$ cat src/design/btd_pkg.sv
package btd_pkg;
    // ------------------------------------------------------------
    // Register map (printed offsets are indices, byte address = 4 * index)
    // ------------------------------------------------------------
    localparam logic [7:0]  BTD_IDX_CONTROL     = 8'h0a;
    localparam logic [7:0]  BTD_IDX_TONE_SELECT = 8'h0b;
    localparam logic [11:0] BTD_ADDR_CONTROL     = {2'h0, BTD_IDX_CONTROL, 2'h0};
    localparam logic [11:0] BTD_ADDR_TONE_SELECT = {2'h0, BTD_IDX_TONE_SELECT, 2'h0};
    localparam logic [3:0]  BTD_CONTROL_RST     = 4'h0;
    localparam logic [3:0]  BTD_TONE_SELECT_RST = 4'h0;

    // ------------------------------------------------------------
    // Field positions of the control register
    // ------------------------------------------------------------
    localparam int BTD_POS_OUTPUT_POLARITY  = 3;
    localparam int BTD_POS_TONE_GATE        = 2;
    localparam int BTD_POS_SOUND_PATTERN_HI = 1;
    localparam int BTD_POS_SOUND_PATTERN_LO = 0;

    // ------------------------------------------------------------
    // Sound patterns and bus answers
    // ------------------------------------------------------------
    localparam logic [1:0] BTD_PAT_INTERRUPTED1 = 2'h0;
    localparam logic [1:0] BTD_PAT_INTERRUPTED2 = 2'h1;
    localparam logic [1:0] BTD_PAT_SINGLE       = 2'h2;
    localparam logic [1:0] BTD_PAT_CONTINUOUS   = 2'h3;
    localparam logic [1:0] BTD_RESP_OKAY        = 2'h0;
    localparam logic [1:0] BTD_RESP_SLVERR      = 2'h2;

    // ------------------------------------------------------------
    // Timing: tone base clock and system clock
    // ------------------------------------------------------------
    localparam int BTD_CLK_HZ     = 20_000_000;
    localparam int BTD_XTAL_HZ    = 32_768;
    // Cycles of aclk per tick of the emulated crystal, rounded down
    localparam int BTD_XTAL_DIV   = BTD_CLK_HZ / BTD_XTAL_HZ;
    // Time-base envelope taps: bit index of a crystal tick counter
    localparam int BTD_TB_WIDTH   = 16;
    localparam int BTD_TAP_FAST   = 11;   // 8 Hz
    localparam int BTD_TAP_SLOW   = 13;   // 2 Hz
    localparam int BTD_TAP_SINGLE = 14;   // 1 Hz half period
endpackage

$ cat src/design/btd_buzzer_tone_driver.sv
`timescale 1ns/1ps
// Functional notes
// - Polarity bit 0 drives positive logic; 1 inverts waveform and idle level.
// - Output only while tone gate is 1; otherwise pin holds inactive level.
// - Pattern 00 interrupted one, 01 interrupted two, 10 single, 11 continuous.
// - Tone code 0 stops output; codes 1..15 pick fifteen frequencies.
// - Reset clears both buzzer registers to zero.
module btd_buzzer_tone_driver
    import btd_pkg::*;
#(
    parameter int XTAL_DIV   = BTD_XTAL_DIV,
    parameter int TAP_FAST   = BTD_TAP_FAST,
    parameter int TAP_SLOW   = BTD_TAP_SLOW,
    parameter int TAP_SINGLE = BTD_TAP_SINGLE
) (
    input  wire logic        aclk,
    input  wire logic        aresetn,
    input  wire logic [11:0] s_axi_awaddr,
    input  wire logic        s_axi_awvalid,
    output logic             s_axi_awready,
    input  wire logic [31:0] s_axi_wdata,
    input  wire logic [3:0]  s_axi_wstrb,
    input  wire logic        s_axi_wvalid,
    output logic             s_axi_wready,
    output logic [1:0]       s_axi_bresp,
    output logic             s_axi_bvalid,
    input  wire logic        s_axi_bready,
    input  wire logic [11:0] s_axi_araddr,
    input  wire logic        s_axi_arvalid,
    output logic             s_axi_arready,
    output logic [31:0]      s_axi_rdata,
    output logic [1:0]       s_axi_rresp,
    output logic             s_axi_rvalid,
    input  wire logic        s_axi_rready,
    output logic             buzzer_out,
    output logic             buzzer_active
);

    // ------------------------------------------------------------
    // Register state
    // ------------------------------------------------------------
    logic [3:0]  control_q;
    logic [3:0]  tone_select_q;
    logic [11:0] awaddr_q;
    logic        aw_held_q;
    logic [3:0]  wdata_q;
    logic        wstrb0_q;
    logic        w_held_q;
    logic        wr_fire;
    logic        wr_hit_ctl;
    logic        wr_hit_tone;

    // ------------------------------------------------------------
    // AXI4-Lite write channel
    // ------------------------------------------------------------
    // Address and data are caught independently so either may arrive first
    assign s_axi_awready = !aw_held_q && !s_axi_bvalid;
    assign s_axi_wready  = !w_held_q && !s_axi_bvalid;
    assign wr_fire       = aw_held_q && w_held_q && !s_axi_bvalid;
    assign wr_hit_ctl    = awaddr_q[11:2] == BTD_ADDR_CONTROL[11:2];
    assign wr_hit_tone   = awaddr_q[11:2] == BTD_ADDR_TONE_SELECT[11:2];

    // Capture address and data halves
    always_ff @(posedge aclk) begin
        if (!aresetn) begin
            aw_held_q <= 1'b0;
            w_held_q  <= 1'b0;
            awaddr_q  <= 12'h000;
            wdata_q   <= 4'h0;
            wstrb0_q  <= 1'b0;
        end else begin
            if (s_axi_awvalid && s_axi_awready) begin
                aw_held_q <= 1'b1;
                awaddr_q  <= s_axi_awaddr;
            end else if (wr_fire) begin
                aw_held_q <= 1'b0;
            end
            if (s_axi_wvalid && s_axi_wready) begin
                w_held_q <= 1'b1;
                wdata_q  <= s_axi_wdata[3:0];
                wstrb0_q <= s_axi_wstrb[0];
            end else if (wr_fire) begin
                w_held_q <= 1'b0;
            end
        end
    end

    // Write response, SLVERR for unmapped words
    always_ff @(posedge aclk) begin
        if (!aresetn) begin
            s_axi_bvalid <= 1'b0;
            s_axi_bresp  <= BTD_RESP_OKAY;
        end else if (wr_fire) begin
            s_axi_bvalid <= 1'b1;
            s_axi_bresp  <= (wr_hit_ctl || wr_hit_tone) ? BTD_RESP_OKAY : BTD_RESP_SLVERR;
        end else if (s_axi_bready) begin
            s_axi_bvalid <= 1'b0;
        end
    end

    // Register writes; only byte lane 0 holds the 4-bit fields
    always_ff @(posedge aclk) begin
        if (!aresetn) begin
            control_q     <= BTD_CONTROL_RST;
            tone_select_q <= BTD_TONE_SELECT_RST;
        end else if (wr_fire && wstrb0_q) begin
            if (wr_hit_ctl) begin
                control_q <= wdata_q;
            end
            if (wr_hit_tone) begin
                tone_select_q <= wdata_q;
            end
        end
    end

    // ------------------------------------------------------------
    // AXI4-Lite read channel
    // ------------------------------------------------------------
    assign s_axi_arready = !s_axi_rvalid;

    // One-cycle read answer; upper bits read as zero
    always_ff @(posedge aclk) begin
        if (!aresetn) begin
            s_axi_rvalid <= 1'b0;
            s_axi_rdata  <= 32'h0000_0000;
            s_axi_rresp  <= BTD_RESP_OKAY;
        end else if (s_axi_arvalid && s_axi_arready) begin
            s_axi_rvalid <= 1'b1;
            if (s_axi_araddr[11:2] == BTD_ADDR_CONTROL[11:2]) begin
                s_axi_rdata <= {28'h0000000, control_q};
                s_axi_rresp <= BTD_RESP_OKAY;
            end else if (s_axi_araddr[11:2] == BTD_ADDR_TONE_SELECT[11:2]) begin
                s_axi_rdata <= {28'h0000000, tone_select_q};
                s_axi_rresp <= BTD_RESP_OKAY;
            end else begin
                s_axi_rdata <= 32'h0000_0000;
                s_axi_rresp <= BTD_RESP_SLVERR;
            end
        end else if (s_axi_rready) begin
            s_axi_rvalid <= 1'b0;
        end
    end

    // ------------------------------------------------------------
    // Crystal tick and time base
    // ------------------------------------------------------------
    logic [15:0]             xdiv_q;
    logic                    xtick;
    logic [BTD_TB_WIDTH-1:0] tb_q;
    logic                    tone_gate;
    logic                    gate_rise;
    logic                    gate_d1_q;
    logic [1:0]              pattern;

    assign tone_gate = control_q[BTD_POS_TONE_GATE];
    assign pattern   = {control_q[BTD_POS_SOUND_PATTERN_HI], control_q[BTD_POS_SOUND_PATTERN_LO]};
    assign xtick     = xdiv_q == 16'(XTAL_DIV - 1);
    assign gate_rise = tone_gate && !gate_d1_q;

    // Emulated 32.768 kHz tick; tone pitch is slightly off since 20 MHz does not divide evenly
    always_ff @(posedge aclk) begin
        if (!aresetn) begin
            xdiv_q <= 16'h0000;
        end else begin
            xdiv_q <= xtick ? 16'h0000 : xdiv_q + 16'h0001;
        end
    end

    // Time base restarts on gate rise so a single sound always starts fresh
    always_ff @(posedge aclk) begin
        if (!aresetn) begin
            tb_q      <= '0;
            gate_d1_q <= 1'b0;
        end else begin
            gate_d1_q <= tone_gate;
            if (gate_rise) begin
                tb_q <= '0;
            end else if (xtick) begin
                tb_q <= tb_q + 1'b1;
            end
        end
    end

    // ------------------------------------------------------------
    // Tone generator
    // ------------------------------------------------------------
    logic [4:0] half_cnt_q;
    logic       tone_q;
    logic       single_done_q;
    logic       envelope;

    // Each half period lasts code+2 crystal ticks, so a full period is 2*(code+2) ticks:
    // 32768/6 gives 5.461 kHz for code 1, down to 32768/34 giving 0.964 kHz for code 15
    always_ff @(posedge aclk) begin
        if (!aresetn) begin
            half_cnt_q <= 5'h00;
            tone_q     <= 1'b0;
        end else if (tone_select_q == 4'h0 || !tone_gate) begin
            half_cnt_q <= 5'h00;
            tone_q     <= 1'b0;
        end else if (xtick) begin
            if (half_cnt_q == 5'h00) begin
                // Five bits because code 15 needs a count of 17 ticks
                half_cnt_q <= {1'b0, tone_select_q} + 5'h01;
                tone_q     <= !tone_q;
            end else begin
                half_cnt_q <= half_cnt_q - 5'h01;
            end
        end
    end

    // Single sound ends after one half period of the single tap
    always_ff @(posedge aclk) begin
        if (!aresetn) begin
            single_done_q <= 1'b0;
        end else if (gate_rise) begin
            single_done_q <= 1'b0;
        end else if (tb_q[TAP_SINGLE]) begin
            single_done_q <= 1'b1;
        end
    end

    // Envelope per sound pattern
    always_comb begin
        unique case (pattern)
            BTD_PAT_INTERRUPTED1: envelope = !tb_q[TAP_SLOW];
            BTD_PAT_INTERRUPTED2: envelope = !tb_q[TAP_FAST] && !tb_q[TAP_SLOW];
            BTD_PAT_SINGLE:       envelope = !single_done_q;
            BTD_PAT_CONTINUOUS:   envelope = 1'b1;
        endcase
    end

    // ------------------------------------------------------------
    // Pin drive, registered
    // ------------------------------------------------------------
    logic active_d;
    assign active_d = tone_gate && (tone_select_q != 4'h0) && envelope;

    always_ff @(posedge aclk) begin
        if (!aresetn) begin
            buzzer_out    <= 1'b0;
            buzzer_active <= 1'b0;
        end else begin
            buzzer_active <= active_d;
            buzzer_out    <= (active_d && tone_q) ^ control_q[BTD_POS_OUTPUT_POLARITY];
        end
    end

    // ------------------------------------------------------------
    // Checks
    // ------------------------------------------------------------
    property p_gate_off_idle;
        @(posedge aclk) disable iff (!aresetn)
        !control_q[BTD_POS_TONE_GATE] |=> buzzer_out == $past(control_q[BTD_POS_OUTPUT_POLARITY]);
    endproperty
    a_gate_off_idle: assert property (p_gate_off_idle) else $error("pin not idle with gate off");

    property p_polarity;
        @(posedge aclk) disable iff (!aresetn)
        !$past(active_d) |-> buzzer_out == $past(control_q[BTD_POS_OUTPUT_POLARITY]);
    endproperty
    a_polarity: assert property (p_polarity) else $error("idle level ignores polarity");

    property p_code_zero;
        @(posedge aclk) disable iff (!aresetn)
        tone_select_q == 4'h0 |=> !buzzer_active;
    endproperty
    a_code_zero: assert property (p_code_zero) else $error("code zero not silent");

    property p_reset_clear;
        @(posedge aclk) !aresetn |=> control_q == 4'h0 && tone_select_q == 4'h0;
    endproperty
    a_reset_clear: assert property (p_reset_clear) else $error("registers not cleared");

    property p_continuous;
        @(posedge aclk) disable iff (!aresetn)
        pattern == BTD_PAT_CONTINUOUS && tone_gate && tone_select_q != 4'h0 |=> buzzer_active;
    endproperty
    a_continuous: assert property (p_continuous) else $error("continuous tone broken");

    property p_single_ends;
        @(posedge aclk) disable iff (!aresetn)
        pattern == BTD_PAT_SINGLE && single_done_q |=> !buzzer_active;
    endproperty
    a_single_ends: assert property (p_single_ends) else $error("single sound repeats");

    property p_gate_restart;
        @(posedge aclk) disable iff (!aresetn)
        gate_rise |=> tb_q == '0;
    endproperty
    a_gate_restart: assert property (p_gate_restart) else $error("time base not restarted");

    property p_tone_stop;
        @(posedge aclk) disable iff (!aresetn)
        (tone_select_q == 4'h0 || !tone_gate) |=> !tone_q;
    endproperty
    a_tone_stop: assert property (p_tone_stop) else $error("tone runs while stopped");

    property p_active_pin;
        @(posedge aclk) disable iff (!aresetn)
        buzzer_active |-> buzzer_out == ($past(tone_q) ^ $past(control_q[BTD_POS_OUTPUT_POLARITY]));
    endproperty
    a_active_pin: assert property (p_active_pin) else $error("pin does not follow tone");

endmodule

$ cat config.mk
export PLATFORM = sky130hd
export DESIGN_NAME = btd_buzzer_tone_driver
export DESIGN_NICKNAME = d
export VERILOG_FILES = /design/src/design/btd_pkg.sv /design/src/design/btd_buzzer_tone_driver.sv
export SDC_FILE = /design/constraint.sdc
export NUM_CORES = 1
export LEC_CHECK = 0
export BUFFER_PORTS_ARGS = -buffer_cell sky130_fd_sc_hd__buf_2
export CAP_MARGIN = 20
export CORE_ASPECT_RATIO = 1.4
export CORE_UTILIZATION = 50
export DETAILED_ROUTE_END_ITERATION = 8
export PLACE_DENSITY = 0.78
export SYNTH_ARGS = -nofsm -noshare
export SYNTH_HDL_FRONTEND = slang
export SYNTH_SLANG_ARGS = --single-unit
$ cat constraint.sdc
create_clock -name aclk -period 3.35 [get_ports aclk]
set_input_delay 0.5025 -clock aclk [delete_from_list [all_inputs] [get_ports aclk]]
set_output_delay 0.5025 -clock aclk [all_outputs]
set_load 0.02 [all_outputs]
==> run summary <==
Outcome - completed
Tmin final - 2.06 ns
Setup_tns - 0 ns
Post-DR vias/cell - 5.14
Flop2flop setup slack - 1.29 ns
Antenna diodes - 0
Unique masters post-synth - 44
Total die area - 7590 um2
Slew HR - 60.8%
Vias in the first global route - 2674
Register area - 1480 um2
Initial core utilization - 51.8%
CP Cell Sequence - ha_1 -> nor4b_4 -> nand4_4 -> or4_1 -> a21oi_1
Hold/Removal Path Class - input pin to flip-flop
Worst path max stage delay - 0.63 ns
Grt ovf - 0
Static leakage - 1.53 nW
Most area-hungry cell type in the Yosys netlist - dfxtp_1
Slowest cell on crit path - or4_1
Setup violations, final - 0
Row count - 36
Worst-path fanout max - 36
Syn_area_per_cell - 8.79 um2
Avg WL per Cell - 11.7 um
Critical path class - flip-flop to flip-flop
Cell Area, Synth - 3620 um2
Largest net degree at the start of global routing - 41
Post-DRT Antenna Nets - 0
DR pass1 iterations - 4
Post-route DRC - 0
Commonest cells after routing, fill and taps aside - dfxtp_1 (74), nand2_1 (54), buf_2 (44)
GR Util All Layers - 18.4%
Fin util - 56.8%
Clock Latency Late Sink - 0.34 ns
Slew of the pin with the lowest slew margin - 0.589 ns
Yosys top cell area share - 40.9%
Routed WL - 6390 um
Clock Skew - 0.00547 ns
Min Hold Slack - 0.394 ns
Share of cells above drive strength 1 - 15.5%
CP required - 3.63 ns
Final RePlAce weighted congestion - 0.816
Total number of vias - 2815
Final Cycle Share - 61.5%
Max Clock Freq - 485 MHz
CP startpoint kind - flip-flop
Pins Over Slew Limit - 0
Worst Path Arrival - 2.34 ns
Die W - 73.9 um
Number of synthesized register bits - 74
Power density over cell area - 439 nW/um2
Synth warnings - 0
Final hold viol count - 0
Detailed placement HPWL - 4560 um
Fillers - 635
Max Cap Violations - 0
Nets - 521
Clock Root Buffer - clkbuf_8
Initial antenna violation count - 0
CTS tree - done
Cts bufs inserted - 9
Die Y - 103 um
Area of the multi-input gates - 1890 um2
Gate count after technology mapping - 412
Commonest non-fill, non-tap cell in the layout - dfxtp_1
First-pass GRT wire length - 10900 um
Clock-pin slew on the worst setup and hold paths - 0.07 ns
Io pins - 110
CTS H-tree lvls - 3
Gates resized, CTS repair - 0
Critical Path Sink Type - flip-flop
Register area share after synthesis - 40.9%
Top post-synthesis cells by area - dfxtp_1 (41%), buf_4 (6.2%), nand2_1 (5.6%)
Clock sinks - 74
Worst-case clock buffer depth - 2
Area grow syn2layout - 9.61%
Initial drt markers - 99
Count of input and output buffers - 44
RSZ-0062 raised after global routing - no
Peak VDD IR - 331 uV
Post-CTS Setup Bufs - 0
Core area - 6980 um2
Hold Buf Count CTS - 0
[synth_stat cells, drive strengths merged]
library cell  count
dfxtp            74
nand2            54
buf              32
nor2             27
a21oi            24
clkbuf           17
inv              15
mux2i            15
or4              15
o31ai            13
nand4            12
a21boi           11
nand3            11
nor2b            10
o21ai             9
xnor2             8
xor2              7
ha                6
or3               6
and4              5
a22oi             4
and2              4
mux2              4
nor4b             4
nand2b            3
nor3              3
nor4              3
and3              2
o211ai            2
o21a              2
o41ai             2
or4b              2
and3b             1
conb              1
nand4b            1
nor3b             1
o211a             1
o22ai             1
[area by class of cell]
cell class	instances	share of cell area (%)
multi-input cells	303	47.5
flip-flops and latches	74	37.3
repair buffers	45	5.74
clock buffers	14	4.10
well taps	95	3.00
inverters	15	1.42
clock inverters	2	0.883
[critical path: cells and delay by family (launching register included)]
family / cells / cell delay (ns)
AO/OA/AOI/OAI: 1 / 0.15
adder cells (fa/ha/maj): 1 / 0.19
AND/OR/NAND/NOR: 3 / 1.29
flip-flops: 1 / 0.37
[path summary, 6_finish.rpt]
kind	from	endpoint	cells after the start
worst max-delay path	xdiv_q[0]	tb_q[13]	5
worst max register to register	xdiv_q[0]	tb_q[13]	5
worst min register to register	xdiv_q[0]	xdiv_q[0]	1
worst min-delay path	s_axi_arvalid	s_axi_rvalid	2
[per-stage QoR]
stage | cell area [um2] | setup slack [ns] | cells | power, mW
global route | 3970 | 1.08 | 548 | 1.82
CTS | 3960 | 1.25 | 547 | 1.76
global placement | 3760 | 1.29 | 531 | 1.07
detailed placement | 3760 | 1.24 | 531 | 1.07
finish | 3970 | 1.29 | 548 | 1.74
floorplan | 3730 | 1.50 | 441 | 1.06
[registers in the layout, summed over array words and instances, names as in the netlist, 4 cells and up]
register and count:
xdiv_q 16, tb_q 15, awaddr_q 10, half_cnt_q 5
control_q 4, s_axi_rdata 4, tone_select_q 4, wdata_q 4
[routing by layer]
metal | part of all wire (%) | track usage (%) | wire length [um]
met1 | 42 | 19.0 | 2710
met2 | 52 | 33.0 | 3330
met3 | 3.7 | 4.79 | 236
met4 | 1.9 | 10.2 | 119
met5 | 0 | 0 | 0
[power breakdown]
group | switching, mW | total [mW] | internal (mW)
Combinational | 0.0895 | 0.136 | 0.0466
Sequential | 0.0139 | 0.914 | 0.900
Clock | 0.305 | 0.690 | 0.385
Total | 0.409 | 1.74 | 1.33
[kinds of logic after synthesis]
kind of cell | Yosys count | synth area share [%]
AO/OA/AOI/OAI | 69 | 12.1
XOR/XNOR | 15 | 3.63
adder cells (fa/ha/maj) | 6 | 2.07
buffers and inverters | 64 | 9.99
flip-flops | 74 | 40.9
multiplexers | 19 | 5.39
other | 1 | 0.104
AND/OR/NAND/NOR | 164 | 25.8
No activity file was read; power rests on OpenSTA's default activity.
